$ cat src/tw_regs.svh
`ifndef TW_REGS_SVH
`define TW_REGS_SVH

// register offsets on the plain register port
`define TW_OFF_CTRL 8'h00
`define TW_OFF_DATA 8'h04
`define TW_OFF_STATUS 8'h08
`define TW_OFF_OWN 8'h0c
`define TW_OFF_IRQ_STAT 8'h10
`define TW_OFF_IRQ_CLR 8'h14
`define TW_OFF_IRQ_EN 8'h18

// serial_control_reg bit positions
`define TW_CTRL_START 0
`define TW_CTRL_STOP 1
`define TW_CTRL_FLAG 2
`define TW_CTRL_ACK 3
`define TW_CTRL_ENABLE 4

// interrupt status, clear and enable bit positions
`define TW_EV_STATUS 0
`define TW_EV_BUSERR 1
`define TW_EV_ARBLOST 2

// reset values
`define TW_RST_OWN 8'h00
`define TW_RST_IRQ_EN 3'h0
`define TW_RST_STATUS 8'hf8

// status codes
`define TW_SC_BUSERR 8'h00
`define TW_SC_START 8'h08
`define TW_SC_RSTART 8'h10
`define TW_SC_MT_AACK 8'h18
`define TW_SC_MT_ANACK 8'h20
`define TW_SC_MT_DACK 8'h28
`define TW_SC_MT_DNACK 8'h30
`define TW_SC_ARBLOST 8'h38
`define TW_SC_MR_AACK 8'h40
`define TW_SC_MR_ANACK 8'h48
`define TW_SC_MR_DACK 8'h50
`define TW_SC_MR_DNACK 8'h58
`define TW_SC_SR_ADDR 8'h60
`define TW_SC_SR_ADDR_AL 8'h68
`define TW_SC_SR_GC 8'h70
`define TW_SC_SR_GC_AL 8'h78
`define TW_SC_SR_DACK 8'h80
`define TW_SC_SR_DNACK 8'h88
`define TW_SC_SR_GDACK 8'h90
`define TW_SC_SR_GDNACK 8'h98
`define TW_SC_SR_STOP 8'ha0

// timing: a quarter of a bus bit period, least time rounded up
`define TW_CLK_NS 100
`define TW_QUARTER_NS 2500
`define TW_QUARTER_CYC ((`TW_QUARTER_NS + `TW_CLK_NS - 1) / `TW_CLK_NS)

`endif

$ cat src/tw_pkg.sv
package tw_pkg;

	// master sequencer states
	typedef enum logic [2:0] {
		MS_IDLE,
		MS_FREE_WAIT,
		MS_START,
		MS_BYTE,
		MS_WAIT,
		MS_STOP,
		MS_LOST
	} tw_mstate_t;

endpackage

$ cat src/tw_sync.sv
`timescale 1ns/1ps
module tw_sync #(
	parameter int W = 2
) (
	input wire logic sys_clk,
	input wire logic rst_b,
	input wire logic [W-1:0] d,
	output logic [W-1:0] q
);
	logic [W-1:0] ff1;
	logic [W-1:0] ff2;
	logic [W-1:0] ff3;

	// three stages; idle bus lines are high, so reset to ones
	always_ff @(posedge sys_clk or negedge rst_b) begin
		if (!rst_b) begin
			ff1 <= '1;
			ff2 <= '1;
			ff3 <= '1;
		end else begin
			ff1 <= d;
			ff2 <= ff1;
			ff3 <= ff2;
		end
	end

	// a bit moves only once the last two stages agree, which filters a glitch
	always_ff @(posedge sys_clk or negedge rst_b) begin
		if (!rst_b) begin
			q <= '1;
		end else begin
			q <= (ff2 & ff3) | (q & (ff2 ^ ff3));
		end
	end
endmodule

$ cat src/tw_tick.sv
`timescale 1ns/1ps
module tw_tick #(
	parameter int CYC = 25
) (
	input wire logic sys_clk,
	input wire logic rst_b,
	input wire logic run,
	output logic tick
);
	localparam int W = $clog2(CYC + 1);
	logic [W-1:0] cnt;

	// one-cycle enable every CYC cycles while running
	assign tick = run && (cnt == W'(CYC - 1));

	// restarts from zero whenever the sequencer stops, so phases stay aligned
	always_ff @(posedge sys_clk or negedge rst_b) begin
		if (!rst_b) begin
			cnt <= '0;
		end else if (!run || tick) begin
			cnt <= '0;
		end else begin
			cnt <= W'(cnt + 1'b1);
		end
	end
endmodule

$ cat src/tw_top.sv
`timescale 1ns/1ps
`include "tw_regs.svh"
// Overview of operation
// - status register holds an 8-bit code, refreshed whenever the flag is set.
// - after START code 08h; software loads read address and clears flag.
// - at 10h a read address is sent as read, write address switches over.
// - at 38h clearing flag without start releases bus, becomes idle slave.
// - at 38h clearing flag with start waits for free bus, then STARTs.
// - at 40h next byte is received, ack enable picks ACK or NOT ACK.
// - in receive states ack enable at flag clear sets the next answer.
// - at 48h or 58h start alone gives a repeated START.
// - at 48h or 58h stop alone gives STOP, then stop bit self-clears.
// - at 48h or 58h start and stop give STOP then START, stop clears.
// - at 50h software reads data; next byte acknowledged per ack enable.
// - slave: own write address 60h, acked bytes 80h, STOP/START A0h.
// - slave: last byte answered NOT ACK reports 88h.
// - general call 70h, acked bytes 90h, NOT ACK byte 98h.
// - addressed after lost arbitration reports 68h, or 78h for general call.
// - at 60h, 68h, 70h flag clear receives a byte, ack per ack enable.
// - bus error reports 00h; stop plus flag clear releases lines, clears stop.
module tw_top #(
	parameter int QUARTER_CYC = `TW_QUARTER_CYC
) (
	input wire logic sys_clk,
	input wire logic rst_b,
	input wire logic [7:0] reg_addr,
	input wire logic [7:0] reg_wdata,
	input wire logic reg_wr,
	input wire logic reg_rd,
	output logic [7:0] reg_rdata,
	output logic irq,
	input wire logic scl_in,
	output logic scl_out,
	output logic scl_oe,
	input wire logic sda_in,
	output logic sda_out,
	output logic sda_oe
);
	logic [1:0] pins_s;
	logic scl_s, sda_s, scl_p, sda_p;
	logic scl_rise, scl_fall, start_det, stop_det, bus_busy;
	logic start_req, stop_req, flag, ack_en, enable, gc_en;
	logic [6:0] own_addr;
	logic [7:0] data_reg, status, next_status;
	logic [2:0] irq_stat, irq_en;
	logic ctrl_wr, go, set_flag, buserr_ev;
	tw_pkg::tw_mstate_t mstate;
	logic [1:0] phase;
	logic [3:0] bitn;
	logic [7:0] m_shift, m_code;
	logic m_tx, m_addr, m_read, m_ack, m_own, m_then_start;
	logic m_scl_low, m_sda_low, m_post, m_post_rx, stop_clr, arb_ev;
	logic tick, run, bit_val, al, s_act;
	logic [3:0] s_cnt;
	logic [7:0] s_shift, s_code;
	logic s_adr_phase, s_addr, s_gc, s_hit, s_ack;
	logic s_scl_low, s_sda_low, s_post, s_post_rx;

	tw_sync #(.W(2)) u_sync (
		.sys_clk(sys_clk),
		.rst_b(rst_b),
		.d({scl_in, sda_in}),
		.q(pins_s)
	);

	tw_tick #(.CYC(QUARTER_CYC)) u_tick (
		.sys_clk(sys_clk),
		.rst_b(rst_b),
		.run(run),
		.tick(tick)
	);

	// open-drain lines: only ever pull low
	assign scl_s = pins_s[1];
	assign sda_s = pins_s[0];
	assign scl_out = 1'b0;
	assign sda_out = 1'b0;
	assign scl_oe = m_scl_low | s_scl_low;
	assign sda_oe = m_sda_low | s_sda_low;

	// bus conditions seen on the filtered lines
	assign scl_rise = scl_s & ~scl_p;
	assign scl_fall = ~scl_s & scl_p;
	assign start_det = scl_s & scl_p & sda_p & ~sda_s;
	assign stop_det = scl_s & scl_p & ~sda_p & sda_s;

	// previous line levels and bus-free tracking
	always_ff @(posedge sys_clk or negedge rst_b) begin
		if (!rst_b) begin
			scl_p <= 1'b1;
			sda_p <= 1'b1;
			bus_busy <= 1'b0;
		end else begin
			scl_p <= scl_s;
			sda_p <= sda_s;
			if (start_det) begin
				bus_busy <= 1'b1;
			end else if (stop_det) begin
				bus_busy <= 1'b0;
			end
		end
	end

	// software hands the bus back by writing the flag bit as zero
	assign ctrl_wr = reg_wr && (reg_addr == `TW_OFF_CTRL);
	assign go = ctrl_wr && flag && !reg_wdata[`TW_CTRL_FLAG] && !set_flag;
	assign set_flag = m_post | s_post;
	assign next_status = m_post ? m_code : s_code;
	assign buserr_ev = m_post && (m_code == `TW_SC_BUSERR);
	assign al = (mstate == tw_pkg::MS_LOST);
	assign s_act = enable && (mstate == tw_pkg::MS_IDLE || al ||
		mstate == tw_pkg::MS_FREE_WAIT);
	assign run = mstate == tw_pkg::MS_START || mstate == tw_pkg::MS_BYTE ||
		mstate == tw_pkg::MS_STOP;
	assign bit_val = (bitn < 4'd8) ? (m_tx ? m_shift[7] : 1'b1) :
		(m_tx ? 1'b1 : ~m_ack);

	// control bits; a hardware clear of stop loses to a software write
	always_ff @(posedge sys_clk or negedge rst_b) begin
		if (!rst_b) begin
			start_req <= 1'b0;
			stop_req <= 1'b0;
			ack_en <= 1'b0;
			enable <= 1'b0;
		end else if (ctrl_wr) begin
			start_req <= reg_wdata[`TW_CTRL_START];
			stop_req <= reg_wdata[`TW_CTRL_STOP];
			ack_en <= reg_wdata[`TW_CTRL_ACK];
			enable <= reg_wdata[`TW_CTRL_ENABLE];
		end else if (stop_clr) begin
			stop_req <= 1'b0;
		end
	end

	// flag and status code; a new code wins over a software clear
	always_ff @(posedge sys_clk or negedge rst_b) begin
		if (!rst_b) begin
			flag <= 1'b0;
			status <= `TW_RST_STATUS;
		end else if (set_flag) begin
			flag <= 1'b1;
			status <= next_status;
		end else if (ctrl_wr && !reg_wdata[`TW_CTRL_FLAG]) begin
			flag <= 1'b0;
		end
	end

	// address setup and data byte, shared by master and slave paths
	always_ff @(posedge sys_clk or negedge rst_b) begin
		if (!rst_b) begin
			data_reg <= 8'h00;
			own_addr <= 7'(`TW_RST_OWN >> 1);
			gc_en <= 1'b0;
		end else begin
			if (reg_wr && reg_addr == `TW_OFF_OWN) begin
				own_addr <= reg_wdata[7:1];
				gc_en <= reg_wdata[0];
			end
			if (reg_wr && reg_addr == `TW_OFF_DATA) begin
				data_reg <= reg_wdata;
			end else if (m_post_rx) begin
				data_reg <= m_shift;
			end else if (s_post_rx) begin
				data_reg <= s_shift;
			end
		end
	end

	// sticky events; a set in the clearing cycle survives
	always_ff @(posedge sys_clk or negedge rst_b) begin
		if (!rst_b) begin
			irq_stat <= 3'h0;
			irq_en <= `TW_RST_IRQ_EN;
		end else begin
			if (reg_wr && reg_addr == `TW_OFF_IRQ_EN) begin
				irq_en <= reg_wdata[2:0];
			end
			irq_stat <= (irq_stat & ~((reg_wr && reg_addr == `TW_OFF_IRQ_CLR) ?
				reg_wdata[2:0] : 3'h0)) | {arb_ev, buserr_ev, set_flag};
		end
	end
	assign irq = |(irq_stat & irq_en);

	// read data stand only in the cycle after the read strobe
	always_ff @(posedge sys_clk or negedge rst_b) begin
		if (!rst_b) begin
			reg_rdata <= 8'h00;
		end else if (reg_rd) begin
			unique case (reg_addr)
				`TW_OFF_CTRL: reg_rdata <= {3'h0, enable, ack_en, flag,
					stop_req, start_req};
				`TW_OFF_DATA: reg_rdata <= data_reg;
				`TW_OFF_STATUS: reg_rdata <= status;
				`TW_OFF_OWN: reg_rdata <= {own_addr, gc_en};
				`TW_OFF_IRQ_STAT: reg_rdata <= {5'h00, irq_stat};
				`TW_OFF_IRQ_EN: reg_rdata <= {5'h00, irq_en};
				default: reg_rdata <= 8'h00;
			endcase
		end else begin
			reg_rdata <= 8'h00;
		end
	end

	// master sequencer: quarter-bit phases, stretching waits in phase 1
	always_ff @(posedge sys_clk or negedge rst_b) begin
		if (!rst_b) begin
			mstate <= tw_pkg::MS_IDLE;
			phase <= 2'd0;
			bitn <= 4'd0;
			m_shift <= 8'h00;
			m_code <= 8'h00;
			{m_tx, m_addr, m_read, m_ack, m_own, m_then_start} <= 6'h00;
			{m_scl_low, m_sda_low, m_post, m_post_rx} <= 4'h0;
			stop_clr <= 1'b0;
			arb_ev <= 1'b0;
		end else begin
			m_post <= 1'b0;
			m_post_rx <= 1'b0;
			stop_clr <= 1'b0;
			arb_ev <= 1'b0;
			if (go && (mstate == tw_pkg::MS_WAIT ||
				mstate == tw_pkg::MS_IDLE)) begin
				phase <= 2'd0;
				bitn <= 4'd0;
				case (status)
					`TW_SC_START, `TW_SC_RSTART: begin
						m_shift <= data_reg;
						m_read <= data_reg[0];
						m_tx <= 1'b1;
						m_addr <= 1'b1;
						mstate <= tw_pkg::MS_BYTE;
					end
					`TW_SC_MT_AACK, `TW_SC_MT_ANACK, `TW_SC_MT_DACK,
					`TW_SC_MT_DNACK, `TW_SC_MR_ANACK, `TW_SC_MR_DNACK: begin
						if (reg_wdata[`TW_CTRL_STOP]) begin
							m_then_start <= reg_wdata[`TW_CTRL_START];
							mstate <= tw_pkg::MS_STOP;
						end else if (reg_wdata[`TW_CTRL_START]) begin
							mstate <= tw_pkg::MS_START;
						end else if (status == `TW_SC_MR_ANACK ||
							status == `TW_SC_MR_DNACK) begin
							m_then_start <= 1'b0;
							mstate <= tw_pkg::MS_STOP;
						end else begin
							m_shift <= data_reg;
							m_tx <= 1'b1;
							m_addr <= 1'b0;
							mstate <= tw_pkg::MS_BYTE;
						end
					end
					`TW_SC_MR_AACK, `TW_SC_MR_DACK: begin
						m_tx <= 1'b0;
						m_ack <= reg_wdata[`TW_CTRL_ACK];
						mstate <= tw_pkg::MS_BYTE;
					end
					`TW_SC_ARBLOST, `TW_SC_SR_DNACK, `TW_SC_SR_GDNACK,
					`TW_SC_SR_STOP: begin
						m_scl_low <= 1'b0;
						m_sda_low <= 1'b0;
						mstate <= reg_wdata[`TW_CTRL_START] ?
							tw_pkg::MS_FREE_WAIT : tw_pkg::MS_IDLE;
					end
					`TW_SC_BUSERR: begin
						m_scl_low <= 1'b0;
						m_sda_low <= 1'b0;
						m_own <= 1'b0;
						stop_clr <= 1'b1;
						mstate <= tw_pkg::MS_IDLE;
					end
					default: mstate <= tw_pkg::MS_IDLE;
				endcase
			end else begin
				unique case (mstate)
					tw_pkg::MS_IDLE: begin
						m_scl_low <= 1'b0;
						m_sda_low <= 1'b0;
						if (enable && start_req && !flag && !s_addr) begin
							mstate <= tw_pkg::MS_FREE_WAIT;
						end
					end
					tw_pkg::MS_FREE_WAIT: begin
						if (!bus_busy) begin
							phase <= 2'd0;
							mstate <= tw_pkg::MS_START;
						end
					end
					tw_pkg::MS_START: if (tick) begin
						unique case (phase)
							2'd0: begin
								m_sda_low <= 1'b0;
								phase <= 2'd1;
							end
							2'd1: begin
								m_scl_low <= 1'b0;
								if (scl_s && !m_scl_low) phase <= 2'd2;
							end
							2'd2: begin
								m_sda_low <= 1'b1;
								phase <= 2'd3;
							end
							2'd3: begin
								m_scl_low <= 1'b1;
								m_code <= m_own ? `TW_SC_RSTART : `TW_SC_START;
								m_post <= 1'b1;
								m_own <= 1'b1;
								mstate <= tw_pkg::MS_WAIT;
							end
						endcase
					end
					tw_pkg::MS_BYTE: begin
						if (start_det || stop_det) begin
							m_scl_low <= 1'b0;
							m_sda_low <= 1'b0;
							m_own <= 1'b0;
							m_code <= `TW_SC_BUSERR;
							m_post <= 1'b1;
							mstate <= tw_pkg::MS_WAIT;
						end else if (tick) begin
							unique case (phase)
								2'd0: begin
									m_sda_low <= ~bit_val;
									phase <= 2'd1;
								end
								2'd1: begin
									m_scl_low <= 1'b0;
									if (scl_s && !m_scl_low) phase <= 2'd2;
								end
								2'd2: begin
									phase <= 2'd3;
									if (bitn < 4'd8) begin
										m_shift <= {m_shift[6:0], sda_s};
									end else if (m_tx) begin
										m_ack <= ~sda_s;
									end
									if (bit_val && !sda_s &&
										(m_tx ? bitn < 4'd8 : bitn == 4'd8)) begin
										m_sda_low <= 1'b0;
										m_own <= 1'b0;
										arb_ev <= 1'b1;
										if (m_addr) begin
											mstate <= tw_pkg::MS_LOST;
										end else begin
											m_code <= `TW_SC_ARBLOST;
											m_post <= 1'b1;
											mstate <= tw_pkg::MS_IDLE;
										end
									end
								end
								2'd3: begin
									m_scl_low <= 1'b1;
									phase <= 2'd0;
									bitn <= 4'(bitn + 4'd1);
									if (bitn == 4'd8) begin
										m_post <= 1'b1;
										m_post_rx <= !m_tx;
										mstate <= tw_pkg::MS_WAIT;
										if (!m_tx) begin
											m_code <= m_ack ? `TW_SC_MR_DACK :
												`TW_SC_MR_DNACK;
										end else if (!m_addr) begin
											m_code <= m_ack ? `TW_SC_MT_DACK :
												`TW_SC_MT_DNACK;
										end else if (m_read) begin
											m_code <= m_ack ? `TW_SC_MR_AACK :
												`TW_SC_MR_ANACK;
										end else begin
											m_code <= m_ack ? `TW_SC_MT_AACK :
												`TW_SC_MT_ANACK;
										end
									end
								end
							endcase
						end
					end
					tw_pkg::MS_STOP: if (tick) begin
						unique case (phase)
							2'd0: begin
								m_sda_low <= 1'b1;
								phase <= 2'd1;
							end
							2'd1: begin
								m_scl_low <= 1'b0;
								if (scl_s && !m_scl_low) phase <= 2'd2;
							end
							2'd2: begin
								m_sda_low <= 1'b0;
								phase <= 2'd3;
							end
							2'd3: begin
								stop_clr <= 1'b1;
								m_own <= 1'b0;
								phase <= 2'd0;
								mstate <= m_then_start ? tw_pkg::MS_FREE_WAIT :
									tw_pkg::MS_IDLE;
							end
						endcase
					end
					tw_pkg::MS_WAIT: ;
					tw_pkg::MS_LOST: if (s_post) mstate <= tw_pkg::MS_IDLE;
				endcase
			end
		end
	end

	// slave receiver: snoops every byte, acts only when not mastering
	always_ff @(posedge sys_clk or negedge rst_b) begin
		if (!rst_b) begin
			s_cnt <= 4'd0;
			s_shift <= 8'h00;
			s_code <= 8'h00;
			{s_adr_phase, s_addr, s_gc, s_hit, s_ack} <= 5'h00;
			{s_scl_low, s_sda_low, s_post, s_post_rx} <= 4'h0;
		end else begin
			s_post <= 1'b0;
			s_post_rx <= 1'b0;
			if (start_det || stop_det) begin
				s_cnt <= 4'd0;
				s_adr_phase <= start_det;
				s_sda_low <= 1'b0;
				s_hit <= 1'b0;
				if (s_addr && s_act) begin
					s_addr <= 1'b0;
					s_code <= `TW_SC_SR_STOP;
					s_post <= 1'b1;
				end
			end else if (scl_rise && s_cnt < 4'd9) begin
				if (s_cnt < 4'd8) s_shift <= {s_shift[6:0], sda_s};
				s_cnt <= 4'(s_cnt + 4'd1);
			end else if (scl_fall && s_cnt == 4'd8 && s_act) begin
				if (s_adr_phase) begin
					if (ack_en && ((s_shift[7:1] == own_addr && !s_shift[0]) ||
						(s_shift == 8'h00 && gc_en))) begin
						s_sda_low <= 1'b1;
						s_hit <= 1'b1;
						s_gc <= (s_shift == 8'h00);
						s_ack <= ack_en;
					end else if (al) begin
						s_code <= `TW_SC_ARBLOST;
						s_post <= 1'b1;
					end
				end else if (s_addr) begin
					s_sda_low <= s_ack;
				end
			end else if (scl_fall && s_cnt == 4'd9) begin
				s_cnt <= 4'd0;
				s_adr_phase <= 1'b0;
				s_sda_low <= 1'b0;
				if (s_hit) begin
					s_hit <= 1'b0;
					s_addr <= 1'b1;
					s_scl_low <= 1'b1;
					s_post <= 1'b1;
					s_code <= s_gc ? (al ? `TW_SC_SR_GC_AL : `TW_SC_SR_GC) :
						(al ? `TW_SC_SR_ADDR_AL : `TW_SC_SR_ADDR);
				end else if (s_addr && s_act) begin
					s_addr <= s_ack;
					s_scl_low <= 1'b1;
					s_post <= 1'b1;
					s_post_rx <= 1'b1;
					s_code <= s_gc ? (s_ack ? `TW_SC_SR_GDACK : `TW_SC_SR_GDNACK) :
						(s_ack ? `TW_SC_SR_DACK : `TW_SC_SR_DNACK);
				end
			end
			if (go) begin
				s_scl_low <= 1'b0;
				s_ack <= reg_wdata[`TW_CTRL_ACK];
			end
		end
	end

	AST_STATUS_WITH_FLAG: assert property (@(posedge sys_clk) disable iff (!rst_b)
		$changed(status) |-> flag) else $error("status moved without flag");
	AST_START_CODE: assert property (@(posedge sys_clk) disable iff (!rst_b)
		(mstate == tw_pkg::MS_START && tick && phase == 2'd3) |-> ##2
		(flag && (status == `TW_SC_START || status == `TW_SC_RSTART)))
		else $error("START not reported");
	AST_ADDR_LOADED: assert property (@(posedge sys_clk) disable iff (!rst_b)
		(go && (status == `TW_SC_START || status == `TW_SC_RSTART)) |=>
		(mstate == tw_pkg::MS_BYTE && m_tx && m_shift == $past(data_reg)))
		else $error("address not loaded");
	AST_LOST_RELEASE: assert property (@(posedge sys_clk) disable iff (!rst_b)
		(go && status == `TW_SC_ARBLOST && !reg_wdata[`TW_CTRL_START]) |=>
		(mstate == tw_pkg::MS_IDLE && !m_scl_low && !m_sda_low))
		else $error("bus not released after 38h");
	AST_WAIT_FREE: assert property (@(posedge sys_clk) disable iff (!rst_b)
		(mstate == tw_pkg::MS_FREE_WAIT && bus_busy) |=>
		(mstate == tw_pkg::MS_FREE_WAIT && !m_sda_low))
		else $error("START on busy bus");
	AST_ACK_DRIVE: assert property (@(posedge sys_clk) disable iff (!rst_b)
		(mstate == tw_pkg::MS_BYTE && !m_tx && bitn == 4'd8 && phase == 2'd1)
		|-> (m_sda_low == m_ack)) else $error("wrong ack answer");
	AST_STOP_CLEAR: assert property (@(posedge sys_clk) disable iff (!rst_b)
		(mstate == tw_pkg::MS_STOP && tick && phase == 2'd3) |-> ##2
		(!stop_req || $past(ctrl_wr))) else $error("stop bit not cleared");
	AST_STOP_THEN_START: assert property (@(posedge sys_clk) disable iff (!rst_b)
		(mstate == tw_pkg::MS_STOP && tick && phase == 2'd3 && m_then_start)
		|=> mstate == tw_pkg::MS_FREE_WAIT) else $error("no START after STOP");
	AST_SLAVE_ADDR: assert property (@(posedge sys_clk) disable iff (!rst_b)
		(s_post && (s_code == `TW_SC_SR_ADDR || s_code == `TW_SC_SR_GC)) |=>
		(flag && s_addr && s_scl_low)) else $error("slave address not taken");
	AST_BUSERR: assert property (@(posedge sys_clk) disable iff (!rst_b)
		(mstate == tw_pkg::MS_BYTE && (start_det || stop_det)) |-> ##2
		(flag && status == `TW_SC_BUSERR)) else $error("bus error missed");
	AST_HOLD_SCL: assert property (@(posedge sys_clk) disable iff (!rst_b)
		(flag && mstate == tw_pkg::MS_WAIT && status != `TW_SC_BUSERR) |->
		scl_oe) else $error("clock released while flag set");
	AST_IRQ: assert property (@(posedge sys_clk) disable iff (!rst_b)
		(set_flag && irq_en[`TW_EV_STATUS] &&
		!(reg_wr && reg_addr == `TW_OFF_IRQ_EN)) |=> irq)
		else $error("interrupt not raised");
endmodule

$ cat config.mk
export PLATFORM = sky130hd
export DESIGN_NAME = tw_top
export DESIGN_NICKNAME = d
export VERILOG_FILES = /design/src/tw_pkg.sv /design/src/tw_sync.sv /design/src/tw_tick.sv /design/src/tw_top.sv
export VERILOG_INCLUDE_DIRS = /design/src /design/src/src
export SDC_FILE = /design/constraint.sdc
export NUM_CORES = 1
export LEC_CHECK = 0
export ABC_AREA = 1
export BUFFER_PORTS_ARGS = -buffer_cell sky130_fd_sc_hd__clkbuf_2
export CAP_MARGIN = 20
export CORE_UTILIZATION = 40
export CTS_CLUSTER_SIZE = 28
export DETAILED_ROUTE_END_ITERATION = 6
export PLACE_DENSITY_LB_ADDON = 0.15
export SYNTH_ARGS = -nofsm -noshare
export SYNTH_HDL_FRONTEND = slang
export SYNTH_HIERARCHICAL = 1
export SYNTH_SLANG_ARGS = --single-unit
export TNS_END_PERCENT = 30
$ cat constraint.sdc
create_clock -name sys_clk -period 3.38 [get_ports sys_clk]
set_clock_uncertainty 0.2 [all_clocks]
set_input_delay 0.676 -clock sys_clk [delete_from_list [all_inputs] [get_ports sys_clk]]
set_output_delay 0.676 -clock sys_clk [all_outputs]
set_load 0.02 [all_outputs]
== Yosys cells after proc, flatten, opt, wreduce, memory -nomap -nowiden ==
Cells that the tools add are included.
W data, S select, Z words.
Word-level totals
  register bits: 125
  latch bits: 0
  bits in writable memories: 0
  memory bits (read-only): 0
  input port bits: 22
  output and inout port bits: 13
  memories: 0
Cells by class
  add/sub/neg operators: 3
  multiply operators: 0
  divide/modulo/power cells: 0
  magnitude comparators: 3
  eq/ne operators: 86
  shift operators: 0
  multiplexer cells: 220
  bitwise logic cells: 27
  reductions and logical operators: 109
Operators by type and width (number)
  $mux W8: 31
  $mux W1: 121
  $mux W4: 15
  $mux W3: 17
  $pmux W8 S2: 3
  $pmux W8 S6: 1
  $eq A8 B5 Y1 const B: 5
  $reduce_and A9 Y1: 4
  $reduce_bool A2 Y1: 18
  $reduce_and A5 Y1: 7
  $eq A8 B6 Y1 const B: 4
  $eq A8 B7 Y1 const B: 4
  $logic_not A8 Y1: 4
  $logic_and A1 B1 Y1: 27
  $ne A3 B1 Y1 const B: 9
  $mux W5: 5
  $eq A8 B4 Y1 const B: 3
  $eq A8 B8 Y1 const B: 3
  $ne A3 B3 Y1 const B: 8
  $ne A4 B1 Y1 const B: 6
  $ne A2 B2 Y1 const B: 11
  $mux W7: 3
  $reduce_and A4 Y1: 5
  $pmux W3 S6: 1
  other kinds (53): 133

== Longest topological paths before layout ==
  depth after elaboration: 12
  depth in mapped cells: 16

== By module ==
Netlist, hierarchy kept.
By module, submodules not included
  tw_top: times used 1, cells an instance 827, area an instance 6019.5 um^2, sequential area each 2561.2 um^2
  tw_tick: times used 1, cells an instance 33, area an instance 267.8 um^2, sequential area each 125.1 um^2
  tw_sync: times used 1, cells an instance 16, area an instance 257.7 um^2, sequential area each 210.2 um^2

== Least setup slack after synthesis ==
Ideal clock, no wire load.
  path kind: register -> register
  start point: register mstate[2]
  end point: register mstate[2]
  setup time: 0.117 ns
  arrival: 1.981 ns
  slack: 1.082 ns
  cell stages (with the launch flop): 16
  path buffers: 1
  cell sequence: dfrtp_1 > nor2_4 > inv_1 > nand2_1 > inv_1 > nor2_1 > buf_1 > inv_1 > nand2_1 > o21ai_1 > nor2_1 > nor2_1 > nor2_2 > nand2_1 > nand2_1 > nand2_1
On the way
  word-level cells in the longest chain between the ends: 6
  elaborated cells on any way between the ends: 27
Ends and longest elaborated chain
  from (decl): RTL line tw_top.sv:47  | tw_pkg::tw_mstate_t mstate;
  from (signal assigned): RTL line tw_top.sv:207  | mstate <= tw_pkg::MS_IDLE;
  from (signal assigned): RTL line tw_top.sv:231  | mstate <= tw_pkg::MS_BYTE;
  from (signal assigned): RTL line tw_top.sv:237  | mstate <= tw_pkg::MS_STOP;
  $eq A3 B2 Y1: RTL line tw_top.sv:113  | assign run = mstate == tw_pkg::MS_START || mstate == tw_pkg::MS_BYTE ||
  $logic_or A1 B1 Y1: RTL line tw_top.sv:113
  $logic_or A1 B1 Y1 (*): RTL line tw_top.sv:113
  named net run: RTL line tw_top.sv:53  | logic tick, run, bit_val, al, s_act;
  $logic_and A1 B1 Y1 (*): RTL line tw_tick.sv:14  | assign tick = run && (cnt == W'(CYC - 1));
  named net tick: RTL line tw_top.sv:53
  $ne A4 B1 Y1 (no line) or $ne A3 B1 Y1 (tied branches)
  $reduce_and A12 Y1 (no line) (*)
The timed path passes the listed nets; every way through them passes the cells marked *.
A chain may end at the register's enable or synchronous reset.

== Worst setup path in the final report ==
  start point: register mstate[0]
  end point: register phase[0]
On the way
  word-level cells in the longest chain between the ends: 8
  elaborated cells on any way between the ends: 21
Ends and longest elaborated chain
  $eq A3 B2 Y1: RTL line tw_top.sv:113
  $logic_or A1 B1 Y1: RTL line tw_top.sv:113
  $logic_or A1 B1 Y1 (*): RTL line tw_top.sv:113
  named net run: RTL line tw_top.sv:53
  $logic_and A1 B1 Y1 (*): RTL line tw_tick.sv:14
  named net tick: RTL line tw_top.sv:53
  $mux W2 (2 in a row)
  $pmux W2 S4: RTL line tw_top.sv:273  | unique case (mstate)
  $mux W2: RTL line tw_top.sv:221  | if (go && (mstate == tw_pkg::MS_WAIT ||
  to (signal assigned): RTL line tw_top.sv:223  | phase <= 2'd0;
  to (signal assigned): RTL line tw_top.sv:283  | phase <= 2'd0;
  to (signal assigned): RTL line tw_top.sv:291  | phase <= 2'd1;
  to (decl): RTL line tw_top.sv:48  | logic [1:0] phase;
The timed path passes the listed nets; every way through them passes the cells marked *. The select of a mux whose other input is x is not followed.

==> flow_metrics.env <==
export IMPL_synth_cells=876
export IMPL_power_leakage_nw=3.68
export IMPL_relSlewSlack_pct=56.7
export IMPL_worstMarginPinSlew_ns=0.643
export IMPL_synth_enable_flop_cells=0
export IMPL_syn_area_um2=6550
export IMPL_synth_top_area_cell="dfrtp_1"
export IMPL_synth_commonest_cells="252 x nand2_1, 115 x inv_1, 100 x dfrtp_1"
export IMPL_worst_setup_path_end_kind="register"
export IMPL_initial_core_util_pct=41.1
export IMPL_synth_async_reset_ratio_pct=100
export IMPL_drv_slew=0
export IMPL_cts_sinks=115
export IMPL_power_mw=4.72
export IMPL_worstPathRequired_ns=3.47
export IMPL_grt_pass1_vias=5398
export IMPL_drt_iter0_drc=512
export IMPL_grt_start_max_net_pins=80
export IMPL_crit_type="reg -> reg"
export IMPL_dieArea_um2=16900
export IMPL_area_growth_pct=15.1
export IMPL_crit_fanout=9
export IMPL_drc_errors=0
export IMPL_wl_um=17600
export IMPL_yosysMostFrequentCell="nand2_1"
export IMPL_powerDensity_nw_per_um2=626
export IMPL_clock_path_buffers=2
export IMPL_hold_viol_final=0
export IMPL_pwr_share_comb_pct=26.2
export IMPL_pwr_share_seq_pct=36.7
export IMPL_final_period_utilization_pct=80.7
export IMPL_synth_avg_cell_area_um2=7.47
export IMPL_track_usage_pct=22.8
export IMPL_ant_nets=0
export IMPL_boundaryPins=35
export IMPL_rsz0062_at_grt="false"
export IMPL_cap_violations=0
export IMPL_cts_buffers=17
export IMPL_rows=46
export IMPL_routedWlPerCell_um=15.3
export IMPL_die_h_um=130
export IMPL_tritoncts="built"
export IMPL_clkTransAtPathRegs_ns=0.05
export IMPL_swShare_pct=34.8
export IMPL_max_vdd_ir_drop_v=0.000375
export IMPL_drive_above_1_share_pct=13.4
export IMPL_worstSkewPairLatency_ns=0.42
export IMPL_fmax_mhz=366
export IMPL_cp_start_kind="register"
export IMPL_cts_resized_gates=0
export IMPL_p_sw_mw=1.64
export IMPL_vias=5726
export IMPL_nFillCells=1595
export IMPL_grt_pass1_wl_um=28900
export IMPL_ctsHoldBuffers=0
export IMPL_clkPwrFrac_pct=37.1
export IMPL_crit_arrival_ns=2.81
export IMPL_timing_final_ws_setup_ns=0.651
export IMPL_core_um2=15900
export IMPL_dp_slack_ns=0.708
export IMPL_synth_cell_types=49
export IMPL_ys_ff_latch=115
export IMPL_hpwl_um=13300
export IMPL_fin_crit_ns=2.73
export IMPL_root_buffer="clkbuf_16"
export IMPL_ys_top_cells_by_area="dfrtp_1 38%, nand2_1 14%, o21ai_0 7.2%"
export IMPL_io_buffers=32
export IMPL_synthFlopType="dfrtp_1"
export IMPL_cts_setup_buffers=0
export IMPL_viasPerCell=4.99
export IMPL_hp_class="in -> async"
export IMPL_outcome="complete, no violations"
export IMPL_setup_viol=0
export IMPL_utilization_pct=47.3
export IMPL_grt_overflow=0
export IMPL_routabilityCongestion=0.900
export IMPL_antenna_cells=0
export IMPL_yosys_warnings=6
export IMPL_die_x_um=130
export IMPL_dr_pass1_iters=5
export IMPL_antenna_found_initial=0
export IMPL_synth_top_cell_area_share_pct=38.2
export IMPL_yosysSeqAreaShare_pct=44.3
export IMPL_internal_power_mw=3.07
export IMPL_nNetsFinal=956
export IMPL_cts_max_level=4
export IMPL_totalNegativeSetupSlack_ns=0
layer usage:
layer  global-route usage [%]  share of wire [%]  up-vias
met4                     7.66                1.9        0
li1                         -                  -     2922
met1                     32.2                 50     2639
met3                     4.51                4.2       20
met5                        0                  0        -
met2                     35.0                 44      145
area by class of cell:
type                       count  area (µm²)  area share, %
multi-input combinational    621        3090           41.0
sequential                   115        2900           38.4
inverter                     124         469           6.23
clock buffer                  22         464           6.16
tap                          216         270           3.59
timing repair buffer          40         235           3.12
clock inverter                10         108           1.43
final timing paths:
check,start,end,slack [ns],cells past startpoint
max,mstate[0]$_DFFE_PN0P_,phase[0]$_DFFE_PN0P_,0.65,13
min,rst_b,s_shift[6]$_DFFE_PN0P_,0.02,1
max reg2reg,mstate[0]$_DFFE_PN0P_,phase[0]$_DFFE_PN0P_,0.65,13
min reg2reg,u_sync/ff1[0]$_DFF_PN1_,u_sync/ff2[0]$_DFF_PN1_,0.15,0
max in group asynchronous,rst_b,status[6]$_DFFE_PN1P_,2.14,2
min in group sys_clk,sda_in,u_sync/ff1[0]$_DFF_PN1_,0.14,1
worst max-delay path, stage by stage (launching register included):
cell	delay (ns)
dfrtp_1	0.55
nand3_1	0.12
buf_4	0.18
nand2_1	0.13
inv_1	0.05
nor2_1	0.27
buf_4	0.21
inv_1	0.08
nand2_1	0.11
o21ai_1	0.11
o21ai_0	0.25
nand3b_1	0.17
nand2_1	0.08
o21ai_0	0.08
power groups by stage:
stage / logic [mW] / registers (mW) / clock network [mW]
4_1_cts: 1.24 / 1.73 / 1.77
2_1_floorplan: 0.924 / 1.69 / 0
3_3_place_gp: 1.24 / 1.75 / 0
5_1_grt: 1.41 / 1.76 / 1.84
6_report: 1.24 / 1.73 / 1.75
3_5_place_dp: 1.23 / 1.75 / 0
logic make-up (layout without fill, tap and decap cells):
group           count (synthesis)  after routing  synth area share (%)
compound gates                152            152                  13.0
simple gates                  449            449                  30.9
buf+inv                       141            196                  8.56
xor+xnor                        3              3                 0.402
flops                         115            115                  44.3
fa+ha+maj                      15             15                  2.87
other cells                     1              2                0.0573
cells in the final DEF (no fill, tap or decap), drive strengths merged, types with 15 or more instances in the layout:
cell | Yosys | layout
o21ai | 98 | 98
dfrtp | 100 | 100
nand4 | 18 | 18
clkbuf | 7 | 53
ha | 15 | 15
nand2 | 262 | 262
nand3 | 66 | 66
a21oi | 18 | 18
nor2 | 82 | 82
inv | 123 | 123
dfstp | 15 | 15
stage by stage:
step                hold slack (ns)  cells  instance area [µm²]
floorplan                     0.145    877                 6550
global placement              0.146   1116                 6960
detailed placement            0.147   1116                 6960
CTS                          0.0387   1148                 7530
global route                 0.0490   1148                 7530
finish                       0.0178   1148                 7530
(Power assumes the default switching activity.)
